--- config.mk ---
export PLATFORM = sky130hd
export DESIGN_NAME = cpmd_charge_port_mode_decoder
export DESIGN_NICKNAME = d
export VERILOG_FILES = /design/src/verilog/cpmd_charge_port_mode_decoder.v
export VERILOG_INCLUDE_DIRS = /design/src /design/src/pkg
export SDC_FILE = /design/constraint.sdc
export NUM_CORES = 1
export LEC_CHECK = 0
export BUFFER_PORTS_ARGS = -buffer_cell sky130_fd_sc_hd__buf_2
export CELL_PAD_IN_SITES_DETAIL_PLACEMENT = 1
export CELL_PAD_IN_SITES_GLOBAL_PLACEMENT = 2
export CORE_AREA = 2 2 124 126
export CTS_CLUSTER_SIZE = 12
export DETAILED_ROUTE_END_ITERATION = 16
export DIE_AREA = 0 0 126 128
export MAX_ROUTING_LAYER = met4
export PLACE_DENSITY = 0.7
export SETUP_SLACK_MARGIN = 0.2
export SLEW_MARGIN = 20
export SYNTH_ARGS = -nofsm -noshare
export SYNTH_HDL_FRONTEND = slang
export SYNTH_SLANG_ARGS = --single-unit
--- constraint.sdc ---
create_clock -name clk_i -period 3.23 [get_ports clk_i]
set_clock_uncertainty 0.05 [all_clocks]
set_input_delay 0.646 -clock clk_i [delete_from_list [all_inputs] [get_ports clk_i]]
set_output_delay 0.646 -clock clk_i [all_outputs]
set_load 0.1 [all_outputs]
--- src/pkg/cpmd_consts.vh ---
// Constants for the charging port mode decoder
`ifndef CPMD_CONSTS_VH
`define CPMD_CONSTS_VH

// Register byte offsets
`define CPMD_ADR_CTRL      4'h0
`define CPMD_ADR_STATUS    4'h4
`define CPMD_ADR_CONFIG    4'h8

// Control register fields
`define CPMD_CTRL_FULL     2'd0
`define CPMD_CTRL_PHONE    2'd1
`define CPMD_CTRL_OVL      2'd2
`define CPMD_CTRL_RST      3'h0

// Config register: discharge time, SDP dwell time in us
`define CPMD_CFG_RST       16'h000a
`define CPMD_CFG_DWELL_LSB 5'd8

// Mode codes
`define CPMD_M_DISCHG      3'h0
`define CPMD_M_AUTO_DCP    3'h1
`define CPMD_M_SHORTED     3'h2
`define CPMD_M_DIVIDER     3'h3
`define CPMD_M_STANDARD_DATA_PORT_FIRST        3'h4
`define CPMD_M_STANDARD_DATA_PORT_SECOND        3'h5
`define CPMD_M_CDP         3'h6

// Timing: one microsecond tick at 100 MHz
`define CPMD_TICK_NS       10'd1000
`define CPMD_CLK_NS        10'd10
`define CPMD_TICK_CYC      (`CPMD_TICK_NS / `CPMD_CLK_NS)

`endif

--- src/verilog/cpmd_charge_port_mode_decoder.v ---
// Charging port mode decoder with CDP/SDP fallback and thermal restart
// What this block does
// - Pattern 100x stays forced in shorted charging, never auto switching.
// - Pattern 101x stays forced in divider charging; fourth pin picks limit.
// - Outside the fallback SDP phase, changing between 1111 and 1110 never discharges the output.
// - Pattern 1110 is second standard data port, low limit, data on.
// - Pattern 0110 is automatic dedicated charging at high limit.
// - Pattern 010x is first standard data port; fourth pin picks limit.
// - In CDP, detect phone classed port as charger without data link.
// - On detection, discharge output, then present the port as SDP.
// - After phone connects as SDP, return to CDP without discharge.
// - Two independent limit thresholds; decoded pattern selects one, none for pattern 000x.
// - Thermal shutdown keeps switch off until cooled, then restarts.
// - Low threshold unused whenever limit choice pin is held high.
// - Reset holds initial discharge state, then follows the pins.
// - Data switches off on enable low, discharge or dedicated modes.
//
// Chosen here: register access over Wishbone and the register addresses.
`timescale 1ns/10ps
`include "cpmd_consts.vh"

module cpmd_charge_port_mode_decoder (
	input  wire        clk_i,
	input  wire        rst_i,
	input  wire        mode_select_pin_a_i,
	input  wire        mode_select_pin_b_i,
	input  wire        mode_select_pin_c_i,
	input  wire        limit_choice_pin_i,
	input  wire        enable_i,
	input  wire        over_temp_i,
	input  wire        cooled_i,
	input  wire        phone_dcp_no_data_i,
	input  wire        phone_data_link_i,
	input  wire        wb_cyc_i,
	input  wire        wb_stb_i,
	input  wire        wb_we_i,
	input  wire [3:0]  wb_adr_i,
	input  wire [3:0]  wb_sel_i,
	input  wire [31:0] wb_dat_i,
	output reg  [31:0] wb_dat_o,
	output reg         wb_ack_o,
	output reg         power_switch_on_o,
	output reg         discharge_on_o,
	output reg         data_switch_on_o,
	output reg         upper_threshold_sel_o,
	output reg         lower_threshold_sel_o,
	output reg  [2:0]  mode_o
);

	localparam [2:0] ST_INIT  = 3'h0;
	localparam [2:0] ST_RUN   = 3'h1;
	localparam [2:0] ST_DCHG  = 3'h2;
	localparam [2:0] ST_FSDP  = 3'h3;
	localparam [2:0] ST_THERM = 3'h4;

	localparam [9:0] TICK_CYC  = `CPMD_TICK_CYC;
	localparam [6:0] TICK_LAST = TICK_CYC[6:0] - 7'd1;

	// Pin synchronisers
	reg  [5:0]  sync1_ff;
	reg  [5:0]  sync2_ff;
	reg  [2:0]  state_ff;
	reg  [2:0]  nxt_state;
	reg  [2:0]  mode_ff;
	reg  [6:0]  tick_ff;
	reg  [7:0]  tmr_ff;
	reg  [7:0]  nxt_tmr;
	reg         fback_ff;
	reg         nxt_fback;
	reg  [2:0]  ctrl_ff;
	reg  [15:0] cfg_ff;
	reg  [2:0]  oth_ff;
	reg  [1:0]  ev_ff;
	wire [2:0]  pins;
	wire        lim;
	wire        en_s;
	wire        tick;
	wire        phone_dcp;
	wire        phone_link;
	wire        ovl;
	wire        cool;
	wire        no_dchg;
	wire [2:0]  pin_mode;
	wire        bus_req;
	wire        wr_ok;

	// Decode the three mode select pins into a mode code
	function [2:0] cpmd_decode;
		input [2:0] p;
		begin
			case (p)
				3'b000:  cpmd_decode = `CPMD_M_DISCHG;
				3'b001:  cpmd_decode = `CPMD_M_AUTO_DCP;
				3'b010:  cpmd_decode = `CPMD_M_STANDARD_DATA_PORT_FIRST;
				3'b011:  cpmd_decode = `CPMD_M_AUTO_DCP;
				3'b100:  cpmd_decode = `CPMD_M_SHORTED;
				3'b101:  cpmd_decode = `CPMD_M_DIVIDER;
				3'b110:  cpmd_decode = `CPMD_M_STANDARD_DATA_PORT_FIRST;
				default: cpmd_decode = `CPMD_M_CDP;
			endcase
		end
	endfunction

	// Full pattern 111x splits on the limit choice pin
	function [2:0] cpmd_mode;
		input [2:0] p;
		input       l;
		begin
			if (p == 3'b111)
				cpmd_mode = l ? `CPMD_M_CDP : `CPMD_M_STANDARD_DATA_PORT_SECOND;
			else
				cpmd_mode = cpmd_decode(p);
		end
	endfunction

	// Modes that carry a data connection through the switch
	function cpmd_is_data;
		input [2:0] m;
		begin
			case (m)
				`CPMD_M_STANDARD_DATA_PORT_FIRST: cpmd_is_data = 1'b1;
				`CPMD_M_STANDARD_DATA_PORT_SECOND: cpmd_is_data = 1'b1;
				`CPMD_M_CDP:  cpmd_is_data = 1'b1;
				default:      cpmd_is_data = 1'b0;
			endcase
		end
	endfunction

	// Upper threshold: fixed for discharge, auto, CDP and STANDARD_DATA_PORT_SECOND, else the choice pin
	function cpmd_hi_lim;
		input [2:0] m;
		input       l;
		begin
			case (m)
				`CPMD_M_DISCHG:   cpmd_hi_lim = 1'b0;
				`CPMD_M_AUTO_DCP: cpmd_hi_lim = 1'b1;
				`CPMD_M_CDP:      cpmd_hi_lim = 1'b1;
				`CPMD_M_STANDARD_DATA_PORT_SECOND:     cpmd_hi_lim = 1'b0;
				default:          cpmd_hi_lim = l;
			endcase
		end
	endfunction

	// Lower threshold: fixed for discharge, auto, CDP and STANDARD_DATA_PORT_SECOND, else the inverse of the choice pin
	function cpmd_lo_lim;
		input [2:0] m;
		input       l;
		begin
			case (m)
				`CPMD_M_DISCHG:   cpmd_lo_lim = 1'b0;
				`CPMD_M_AUTO_DCP: cpmd_lo_lim = 1'b0;
				`CPMD_M_CDP:      cpmd_lo_lim = 1'b0;
				`CPMD_M_STANDARD_DATA_PORT_SECOND:     cpmd_lo_lim = 1'b1;
				default:          cpmd_lo_lim = !l;
			endcase
		end
	endfunction

	// States in which the supply switch may conduct
	function cpmd_live;
		input [2:0] s;
		begin
			case (s)
				ST_RUN:  cpmd_live = 1'b1;
				ST_FSDP: cpmd_live = 1'b1;
				default: cpmd_live = 1'b0;
			endcase
		end
	endfunction

	always @(posedge clk_i) begin
		if (rst_i) begin
			sync1_ff <= 6'h00;
			sync2_ff <= 6'h00;
		end else begin
			sync1_ff <= {cooled_i, over_temp_i, enable_i, limit_choice_pin_i,
				mode_select_pin_c_i, mode_select_pin_a_i};
			sync2_ff <= sync1_ff;
		end
	end

	// Pins b and phone signals also cross, kept in a second pair
	always @(posedge clk_i) begin
		if (rst_i) begin
			oth_ff <= 3'h0;
			ev_ff  <= 2'h0;
		end else begin
			oth_ff <= {phone_data_link_i, phone_dcp_no_data_i,
				mode_select_pin_b_i};
			ev_ff  <= {oth_ff[2], oth_ff[1]};
		end
	end

	reg pin_b_ff;
	always @(posedge clk_i) begin
		if (rst_i)
			pin_b_ff <= 1'b0;
		else
			pin_b_ff <= oth_ff[0];
	end

	assign pins       = {sync2_ff[0], pin_b_ff, sync2_ff[1]};
	assign lim        = sync2_ff[2];
	assign en_s       = sync2_ff[3];
	assign ovl        = sync2_ff[4] | ctrl_ff[`CPMD_CTRL_OVL];
	assign cool       = sync2_ff[5];
	assign phone_dcp  = ev_ff[0] | ctrl_ff[`CPMD_CTRL_PHONE];
	assign phone_link = ev_ff[1];
	assign pin_mode   = cpmd_mode(pins, lim);
	// Moves between CDP and STANDARD_DATA_PORT_SECOND keep the supply up
	assign no_dchg = ((mode_ff == `CPMD_M_CDP) &&
		(pin_mode == `CPMD_M_STANDARD_DATA_PORT_SECOND)) ||
		((mode_ff == `CPMD_M_STANDARD_DATA_PORT_SECOND) &&
		(pin_mode == `CPMD_M_CDP));

	// Microsecond tick
	assign tick = (tick_ff == TICK_LAST);
	always @(posedge clk_i) begin
		if (rst_i || tick)
			tick_ff <= 7'h00;
		else
			tick_ff <= tick_ff + 7'h01;
	end

	always @* begin
		nxt_state = state_ff;
		nxt_tmr   = tmr_ff;
		nxt_fback = fback_ff;
		if (tick && (tmr_ff != 8'h00))
			nxt_tmr = tmr_ff - 8'h01;
		case (state_ff)
			ST_INIT: begin
				nxt_state = ST_DCHG;
				nxt_tmr   = cfg_ff[7:0];
				nxt_fback = 1'b0;
			end
			ST_RUN: begin
				if (ovl) begin
					nxt_state = ST_THERM;
				end else if (pin_mode != mode_ff && !no_dchg) begin
					nxt_state = ST_DCHG;
					nxt_tmr   = cfg_ff[7:0];
				end else if (mode_ff == `CPMD_M_CDP && phone_dcp &&
					!phone_link && ctrl_ff[`CPMD_CTRL_FULL]) begin
					nxt_state = ST_DCHG;
					nxt_tmr   = cfg_ff[7:0];
					nxt_fback = 1'b1;
				end
			end
			ST_DCHG: begin
				// Only a fallback discharge leads on to the SDP phase
				if (pin_mode != `CPMD_M_CDP)
					nxt_fback = 1'b0;
				if (tmr_ff == 8'h00 && pin_mode != `CPMD_M_DISCHG) begin
					nxt_fback = 1'b0;
					if (fback_ff && pin_mode == `CPMD_M_CDP) begin
						nxt_state = ST_FSDP;
						nxt_tmr   = cfg_ff[15:8];
					end else begin
						nxt_state = ST_RUN;
					end
				end
			end
			ST_FSDP: begin
				if (ovl)
					nxt_state = ST_THERM;
				else if (pin_mode != `CPMD_M_CDP) begin
					nxt_state = ST_DCHG;
					nxt_tmr   = cfg_ff[7:0];
				end else if (phone_link && tmr_ff == 8'h00)
					nxt_state = ST_RUN;
			end
			ST_THERM: begin
				if (cool)
					nxt_state = ST_RUN;
			end
			default: nxt_state = ST_INIT;
		endcase
	end

	always @(posedge clk_i) begin
		if (rst_i) begin
			state_ff <= ST_INIT;
			tmr_ff   <= 8'h00;
			mode_ff  <= `CPMD_M_DISCHG;
			fback_ff <= 1'b0;
		end else begin
			state_ff <= nxt_state;
			tmr_ff   <= nxt_tmr;
			fback_ff <= nxt_fback;
			if (state_ff == ST_DCHG || state_ff == ST_INIT ||
				(state_ff == ST_RUN && no_dchg))
				mode_ff <= pin_mode;
		end
	end

	// Outputs
	always @(posedge clk_i) begin
		if (rst_i) begin
			power_switch_on_o     <= 1'b0;
			discharge_on_o        <= 1'b1;
			data_switch_on_o      <= 1'b0;
			upper_threshold_sel_o <= 1'b0;
			lower_threshold_sel_o <= 1'b0;
			mode_o                <= `CPMD_M_DISCHG;
		end else begin
			power_switch_on_o <= en_s && cpmd_live(state_ff);
			discharge_on_o    <= (state_ff == ST_DCHG) ||
				(state_ff == ST_INIT);
			data_switch_on_o  <= en_s && cpmd_live(state_ff) &&
				cpmd_is_data(mode_ff);
			upper_threshold_sel_o <= cpmd_hi_lim(mode_ff, lim);
			lower_threshold_sel_o <= cpmd_lo_lim(mode_ff, lim);
			mode_o <= (state_ff == ST_FSDP) ? `CPMD_M_STANDARD_DATA_PORT_FIRST : mode_ff;
		end
	end

	// Wishbone classic slave, registered ack after one wait state
	assign bus_req = wb_cyc_i && wb_stb_i && !wb_ack_o;
	assign wr_ok   = bus_req && wb_we_i && wb_sel_i[0];

	always @(posedge clk_i) begin
		if (rst_i) begin
			wb_ack_o <= 1'b0;
			wb_dat_o <= 32'h00000000;
			ctrl_ff  <= `CPMD_CTRL_RST;
			cfg_ff   <= `CPMD_CFG_RST;
		end else begin
			wb_ack_o <= bus_req;
			if (wr_ok && wb_adr_i == `CPMD_ADR_CTRL)
				ctrl_ff <= wb_dat_i[2:0];
			if (wr_ok && wb_adr_i == `CPMD_ADR_CONFIG)
				cfg_ff[7:0] <= wb_dat_i[7:0];
			if (bus_req && wb_we_i && wb_sel_i[1] &&
				wb_adr_i == `CPMD_ADR_CONFIG)
				cfg_ff[15:8] <= wb_dat_i[15:8];
			case (wb_adr_i)
				`CPMD_ADR_CTRL:   wb_dat_o <= {29'h0, ctrl_ff};
				`CPMD_ADR_STATUS: wb_dat_o <= {22'h0, pin_mode, mode_ff,
					state_ff, en_s};
				`CPMD_ADR_CONFIG: wb_dat_o <= {16'h0, cfg_ff};
				default:          wb_dat_o <= 32'h00000000;
			endcase
		end
	end

endmodule // cpmd_charge_port_mode_decoder

==> impl_metrics.ini, run 1 <==
[clock_network]
worstSkewPairLatency_ns = 0.34
cts.sinks = 84
cts_resized = 0
cts_made_buffers = 9
post_cts_buffers = 0
root_buffer = clkbuf_16
clockBufferDepth = 2
path_clk_slew_ns = 0.07
ctsHtreeMaxLevel = 3
cts_tree = done
cts_hold_buf = 0

[drt]
wl_per_cell_um = 14.4
routed_via_density = 4.54
num_vias = 2975
postRouteAntennaNets = 0
dr.pass1.iters = 4
drcViolationCount = 0
wl_mm = 9.46
drtIter0Drc = 126

[sta]
final.period_utilization_pct = 79.5
final_hold_viol_count = 0
relSlewSlack_pct = 45.7
grt_setup_unrepaired = false
fmax_mhz = 390
fin_crit_ns = 2.57
tns_ns = 0
max_slew.worst_pin.slew_ns = 0.814
setup-violations-final = 0
slew_viol_final = 0

[job]
maxCapViolCount = 0

[yosys]
synth_top_area_cell = dfxtp_1
synthXorXnorAreaFrac_pct = 2.66
async_flop_share_pct = 0
synthCells = 409
synthSimpleGateAreaFrac_pct = 23.9
synth_area_leaders = dfxtp_1, nor2_1, nand2_1
synth-seq-area-share_pct = 46.3
synth_compound_area_share_pct = 14.2
yosysWarnings = 0
ys_ff_latch = 84
ys_types = 58
syn_area_per_cell_sq_um = 8.87
synth.area.mux_share_pct = 3.97
synthAdderAreaFrac_pct = 1.03
syn_area_sq_um = 3630
synth_edf_count = 0
synth_top_family_by_area = simple AND/OR/NAND/NOR gates
synth_top_area_share_pct = 46.3
synthFlopType = dfxtp_1

[global_route]
grt_pass1_vias = 3071
grt_max_degree = 42
grt_antenna_before_repair = 0
grt.total_usage_pct = 12.5
grt_pass1_wl_mm = 15.4
gr-total-overflow = 0

[critical_path]
cp_data_arrival_time_ns = 2.72
cp.required_ns = 3.38
cp_max_fo = 14
path_class = reg -> reg
cp-end-kind = flop
start_kind = flop

[power_and_ir_drop]
total_power_uw = 2660
max-vdd-ir-drop_mv = 0.278
power_density_nw_per_um2 = 612
p_leak_uw = 0.00176

[die]
chipHeight_um = 128
die_area_sq_um = 16100
fp-row-count = 45
core_sq_um = 14900
start_util_pct = 24.4
pin_count = 95
die_x_um = 126

[cells_and_area]
finish.utilization_pct = 29.2
layout_common_cells = dfxtp_1, buf_2, nor2_1
nets = 519
antenna_cells = 0
syn_to_final_growth_pct = 19.7
mostFrequentLayoutCell = dfxtp_1
drive_gt1_share_pct = 19.5

[worst_hold_path]
hold_path_class = reg -> reg

[run_status]
status = completed

[placed_design]
place_congestion = 0.829
dpl.hpwl_mm = 7.09
numPortBuffers = 60
per-stage QoR:
step	area, sq um	cells	hold slack, ns	worst slack [ns]
after floorplan	3680	424	0.364	1.18
after global placement	4030	639	0.371	0.776
after detailed placement	4030	639	0.380	0.675
after CTS	4340	655	0.394	0.653
after global routing	4340	655	0.416	0.445
final	4340	655	0.390	0.663
cell type report:
class | instances | area (sq um)
Tap cell | 188 | 235
Multi-Input combinational cell | 285 | 1720
Timing Repair Buffer | 64 | 330
Clock buffer | 9 | 225
Fill cell | 1798 | 10500
Clock inverter | 7 | 83.8
Inverter | 18 | 67.6
Sequential cell | 84 | 1680
path summary, 6_finish.rpt:
path | start | end | slack [ns] | cells after the start
setup / recovery | mode_ff[1] | tmr_ff[1] | 0.66 | 6
hold / removal | oth_ff[0] | pin_b_ff | 0.39 | 1
setup reg to reg | mode_ff[1] | tmr_ff[1] | 0.66 | 6
hold reg to reg | oth_ff[0] | pin_b_ff | 0.39 | 1
flip-flops by register name, indices dropped and copies added, names as in the netlist, 6 cells and up:
| signal | cells |
|---|---|
| wb_dat_o | 16 |
| cfg_ff | 16 |
| sync2_ff | 6 |
| sync1_ff | 6 |
| tmr_ff | 8 |
| tick_ff | 7 |
synth_stat cells (4+ instances only):
library cell,count
nor3_1,8
nor2b_1,22
clkbuf_1,14
o21ai_0,4
mux2i_1,11
o221ai_1,7
and3_1,4
dfxtp_1,84
nand4_1,7
a31oi_1,4
and2_1,8
buf_4,17
nand2_1,37
a22oi_1,11
a21oi_1,23
nor4_1,4
nor2_1,46
xnor2_1,4
nand3_1,8
xor2_1,7
inv_1,18
buf_2,5
layer usage:
| metal | up-vias | share of wire (%) | global-route usage (%) |
|---|---|---|---|
| met5 | - | 0 | - |
| met3 | 10 | 3.3 | 2.75 |
| li1 | 1487 | - | - |
| met1 | 1435 | 46 | 15.3 |
| met4 | 0 | 1.5 | 5.30 |
| met2 | 43 | 49 | 20.1 |
critical path, cell delays in order, from the launching register on:
cell	delay [ns]
dfxtp_1	0.64
or3b_1	0.40
a21oi_1	0.23
a41o_1	0.25
a21oi_1	0.10
o21bai_1	0.56
o221ai_1	0.20
report_power, final:
part,leakage (uW),internal [uW],total [uW],switching (uW)
clock,0.000149,612,1060,449
sequential,0.000683,1080,1130,55.6
combinational,0.000932,141,465,324
cells by family (layout without fill, tap and decap cells):
kind of cell,Yosys count,count (layout)
xor+xnor,11,11
other cells,1,16
flops,84,84
fa+ha+maj,3,3
simple gates,167,167
compound gates,74,74
buf+inv,55,98
mux,14,14
Note: power is estimated with default switching activity, not from simulation.
==> run 2, diff against run 1 <==
--- a/config.mk
+++ b/config.mk
@@ -6,15 +6,16 @@
 export SDC_FILE = /design/constraint.sdc
 export NUM_CORES = 1
 export LEC_CHECK = 0
+export ABC_AREA = 1
 export BUFFER_PORTS_ARGS = -buffer_cell sky130_fd_sc_hd__buf_2
 export CELL_PAD_IN_SITES_DETAIL_PLACEMENT = 1
 export CELL_PAD_IN_SITES_GLOBAL_PLACEMENT = 2
-export CORE_AREA = 2 2 124 126
+export CORE_AREA = 2 2 128 130
 export CTS_CLUSTER_SIZE = 12
 export DETAILED_ROUTE_END_ITERATION = 16
-export DIE_AREA = 0 0 126 128
+export DIE_AREA = 0 0 130 132
 export MAX_ROUTING_LAYER = met4
-export PLACE_DENSITY = 0.7
+export PLACE_DENSITY = 0.73
 export SETUP_SLACK_MARGIN = 0.2
 export SLEW_MARGIN = 20
 export SYNTH_ARGS = -nofsm -noshare
==> constraint.sdc (replaced) <==
create_clock -name clk_i -period 2.5 [get_ports clk_i]
set_clock_uncertainty 0.05 [all_clocks]
set_input_delay 0.5 -clock clk_i [delete_from_list [all_inputs] [get_ports clk_i]]
set_output_delay 0.5 -clock clk_i [all_outputs]
set_load 0.1 [all_outputs]
==> impl_metrics.ini, run 2 <==
[critical_path]
rrSetupSlack_ns = 0.41
rr_worst_depth = 11
cp.required_ns = 2.68
path_class = reg -> reg
cp-end-kind = flop
regToRegEndpoint = tmr_ff[5]
reg2reg_from = tmr_ff[0]
cp_data_arrival_time_ns = 2.26
start_kind = flop
cp_max_fo = 9

[yosys]
synth_area_leaders = dfxtp_1, nand2_1, nor2_1
ys_types = 43
synth_edf_count = 0
synth_top_area_cell = dfxtp_1
yosysMostFrequentCell = nand2_1
synthFlopType = dfxtp_1
async_flop_share_pct = 0
yosysWarnings = 0
syn_area_per_cell_sq_um = 7.21
synth_top_area_share_pct = 43.7
synthCells = 533
yosys-top-cells-count = nand2_1, dfxtp_1, nor2_1
synth-seq-area-share_pct = 43.7
ys_ff_latch = 84
syn_area_sq_um = 3840

[die]
fp-row-count = 46
die_area_sq_um = 17200
die_x_um = 130
pin_count = 95
start_util_pct = 24.5
core_sq_um = 15700
chipHeight_um = 132

[placed_design]
numPortBuffers = 60
place_congestion = 0.855
dpl.hpwl_mm = 8.34
post-place-cells = 801

[sta]
fmax_mhz = 479
relSlewSlack_pct = 63.2
setup-violations-final = 0
tns_ns = 0
max_slew.worst_pin.slew_ns = 0.550
slew_viol_final = 0
fin_crit_ns = 2.09
final.period_utilization_pct = 83.5
final_hold_viol_count = 0
grt_setup_unrepaired = false

[worst_hold_path]
hold_path_end = oth_ff[0]
holdPathStages = 3
hold_start = mode_select_pin_b_i
hold_path_class = in -> reg

[global_route]
grt_pass1_vias = 3463
grt_pass1_wl_mm = 17.2
gr-total-overflow = 0
grt_max_degree = 46
grt.total_usage_pct = 13.0
grt_antenna_before_repair = 0

[drt]
postRouteAntennaNets = 0
wl_mm = 10.6
wl_per_cell_um = 13.0
drtIter0Drc = 94
drcViolationCount = 0
num_vias = 3400
dr.pass1.iters = 4
routed_via_density = 4.17

[job]
maxCapViolCount = 0

[clock_network]
worstSkewPairLatency_ns = 0.34
cts_made_buffers = 9
cts_tree = done
ctsHtreeMaxLevel = 3
clockBufferDepth = 2
cts.sinks = 84
path_clk_slew_ns = 0.06
cts_hold_buf = 0
root_buffer = clkbuf_16

[cells_and_area]
antenna_cells = 0
top_regs = cfg_ff (16), wb_dat_o (16), tmr_ff (8)
layout_common_cells = nand2_1, dfxtp_1, nor2_1
layout.cells.non_filler = 816
syn_to_final_growth_pct = 20.0
drive_gt1_share_pct = 20.2
nets = 653
mostFrequentLayoutCell = nand2_1

[run_status]
status = completed

[power_and_ir_drop]
p_leak_uw = 0.00212
max-vdd-ir-drop_mv = 0.299
power_density_nw_per_um2 = 791
run 2: cell count changes after synthesis, sizes merged, moves of 5 or more:
cell    delta
nor2b     -22
and2       -8
nand3     +20
clkbuf     -7
nor2      +39
mux2i     -11
inv       +68
a21oi     +10
o21ai     +29
nor3       +7
nand2     +68
a22oi      -9
o221ai     -5
run 2: critical path, stage by stage (launching register included):
cell,delay (ns)
dfxtp_1,0.32
inv_1,0.12
ha_1,0.18
nand3_1,0.13
nor3_4,0.34
nand3_4,0.23
o21ai_2,0.21
inv_2,0.04
a21boi_1,0.13
nand3_1,0.08
nor2_1,0.10
nor2_1,0.05
run 2: logic make-up after synthesis:
family,Yosys count,synth area share [%]
and+or+nand+nor,243,28.3
xor gates and xnor gates,8,1.82
buffers and inverters,113,12.8
DFF,84,43.7
other,1,0.0975
adders and majority gates,3,0.976
AOI/OAI and AO/OA,81,12.3
run 2: cell type report:
cell class,instances,area [sq um]
Clock inverter,6,51.3
Tap cell,216,270
Clock buffer,9,225
Inverter,86,323
Fill cell,1960,11100
Sequential cell,84,1680
Timing Repair Buffer,64,330
Multi-Input combinational cell,351,1730
run 2: how the worst max path moves through the flow:
stage / startpoint / end / slack [ns]
floorplan: wb_ack_o / cfg_ff[14] / 0.58
global placement: wb_adr_i[1] / cfg_ff[15] / 0.40
detailed placement: wb_adr_i[1] / cfg_ff[15] / 0.31
CTS: tmr_ff[0] / tmr_ff[2] / 0.31
global route: tmr_ff[0] / tmr_ff[5] / 0.22
finish: tmr_ff[0] / tmr_ff[5] / 0.41
run 2: per-stage QoR:
stage	cell area, sq um	util [%]	total power, uW	hold slack (ns)	setup WS (ns)
6_report	4610	29.4	3650	0.311	0.411
5_1_grt	4610	29.4	3850	0.305	0.216
4_1_cts	4610	29.3	3690	0.297	0.309
3_5_place_dp	4330	27.6	2440	0.345	0.308
3_3_place_gp	4330	27.6	2430	0.342	0.402
2_1_floorplan	3900	-	2250	0.338	0.585
run 2: metal layers:
layer	part of all wire, %	GRT usage, %
met3	2.6	1.91
met5	0	-
met2	49	21.4
met4	1.7	4.84
met1	47	16.1
run 2: what timing repair did:
item	4_1_cts	5_1_grt
buffers inserted	0	0
gates resized for setup	0	1
setup endpoints to repair	0	4
run 2: power breakdown:
part | internal (uW) | switching (uW) | leakage, uW
Clock | 677 | 558 | 0.000126
Sequential | 1410 | 70.3 | 0.000684
Combinational | 231 | 698 | 0.00131
==> run 3, diff against run 2 <==
==> constraint.sdc (replaced) <==
create_clock -name clk_i -period 2 [get_ports clk_i]
set_clock_uncertainty 0.05 [all_clocks]
set_input_delay 0.4 -clock clk_i [delete_from_list [all_inputs] [get_ports clk_i]]
set_output_delay 0.4 -clock clk_i [all_outputs]
set_load 0.1 [all_outputs]
==> impl_metrics.ini, run 3 (synthesized netlist as in run 2, its figures left out) <==
[clock_network]
worstSkewPairLatency_ns = 0.35
cts.sinks = 84
cts_tree = done
clockBufferDepth = 2
cts_made_buffers = 9
ctsHtreeMaxLevel = 3
root_buffer = clkbuf_16
path_clk_slew_ns = 0.07
cts_hold_buf = 0

[global_route]
gr-total-overflow = 0
grt_pass1_vias = 3624
grt_pass1_wl_mm = 18.4
grt_max_degree = 32
grt.total_usage_pct = 14.0
grt_antenna_before_repair = 0

[drt]
drtIter0Drc = 104
routed_via_density = 4.22
drcViolationCount = 0
dr.pass1.iters = 4
wl_mm = 11.5
wl_per_cell_um = 13.6
num_vias = 3545
postRouteAntennaNets = 0

[power_and_ir_drop]
max-vdd-ir-drop_mv = 0.338
p_leak_uw = 0.00230
power_density_nw_per_um2 = 975
total_power_uw = 4920

[sta]
fin_crit_ns = 1.82
timing.hold.ws_ns = 0.196
setup-violations-final = 0
grt_setup_unrepaired = true
final.period_utilization_pct = 91.0
slew_viol_final = 0
tns_ns = 0
final_hold_viol_count = 0
fmax_mhz = 549

[critical_path]
cp_data_arrival_time_ns = 2.00
cp-end-kind = flop
crit_end = tmr_ff[3]
startpoint = tmr_ff[0]
path_class = reg -> reg
rrSetupSlack_ns = 0.18
rr_worst_depth = 12
cp.required_ns = 2.18
regToRegEndpoint = tmr_ff[3]
start_kind = flop
critical_path_depth = 12
critical_path.top_delay_family = simple AND/OR/NAND/NOR gates
reg2reg_from = tmr_ff[0]
path_buf_inv = 3
cp_slowest_cell = dfxtp_2
cp_max_fo = 6
crit_chain = inv_2 > ha_4 > nand3_4 > nor3_4 > buf_6 > nand3_4 > inv_1 > nand2_1 > nand3_2 > nand3_2 > nor2_2 > a21oi_2
cpPeakStageDelay_ns = 0.33

[worst_hold_path]
hold_path_class = in -> reg

[cells_and_area]
layout.cells.non_filler = 841
nets = 677
syn_to_final_growth_pct = 31.3
mostFrequentLayoutCell = nand2_1
antenna_cells = 0
drive_gt1_share_pct = 32.0
top_regs = cfg_ff (16), wb_dat_o (16), tmr_ff (8)
num-fill-cells = 1954
layout_common_cells = nand2_1, dfxtp_1, nor2_1, inv_1, buf_2

[die]
die_area_sq_um = 17200
start_util_pct = 24.5
die_x_um = 130
chipHeight_um = 132
core_sq_um = 15700
pin_count = 95
fp-row-count = 46

[job]
maxCapViolCount = 0

[run_status]
status = completed

[placed_design]
dpl.hpwl_mm = 8.59
place_congestion = 0.866
post-place-cells = 814
numPortBuffers = 60
==> run 3: cell count changes in the layout (fill, tap and decap cells not counted), moves of 4 or more <==
cell / change
buf_4: +20
nand2_1: -13
dfxtp_1: -12
dfxtp_2: +10
nand2_2: +10
nor2_1: -8
nand3_1: -5
nor2_2: +5
inv_1: -4
inv_2: +4
nand3_2: +4
nor2_4: +4
==> run 3: timing repair <==
item                                    in CTS  in global routing
setup buffers                                4                  6
pin swaps                                    7                 22
endpoints found under the setup margin      11                 16
resized for setup                           17                 55
cloned                                       1                  0
==> run 3: per-layer routing <==
metal	up-vias	share of wire (%)	GRT usage [%]
li1	1815	-	-
met1	1656	45	17.0
met2	56	51	23.3
met3	18	2.2	1.91
met4	0	1.8	5.50
met5	-	0	-
==> run 3: where the power goes <==
group          switching (uW)  total, uW  internal (uW)
clock                     732       1580            848
combinational            1020       1500            475
sequential               76.0       1850           1770
total                    1830       4920           3090
==> run 3: layout make-up <==
class / instances / area, sq um / share of cell area (%)
clock buffers: 9 / 225 / 4.46
well taps: 216 / 270 / 5.35
repair buffers: 87 / 523 / 10.4
clock inverters: 7 / 52.6 / 1.04
flip-flops and latches: 84 / 1700 / 33.7
multi-input cells: 352 / 1950 / 38.7
inverters: 86 / 323 / 6.40
==> run 3: tightest hold or removal path, cell delays in order <==
cell	delay [ns]
buf_2	0.08
inv_1	0.03
nor2_1	0.06
==> run 3: through the flow <==
stage / setup slack [ns] / area, sq um / util [%]
floorplan: 0.270 / 3900 / -
detailed placement: -0.0347 / 4440 / 28.3
CTS: 0.176 / 4820 / 30.6
global placement: 0.0108 / 4440 / 28.3
finish: 0.180 / 5050 / 32.1
global route: 0.0725 / 5050 / 32.1
==> run 3: how the worst min path moves through the flow <==
stage	start	to	slack, ns	cells after the start
global placement	sync1_ff[2]	sync2_ff[2]	0.34	2
floorplan	oth_ff[1]	ev_ff[0]	0.34	2
global route	mode_select_pin_a_i	sync1_ff[0]	0.20	3
CTS	phone_dcp_no_data_i	oth_ff[1]	0.19	3
finish	phone_dcp_no_data_i	oth_ff[1]	0.20	3
detailed placement	sync1_ff[3]	sync2_ff[3]	0.35	2
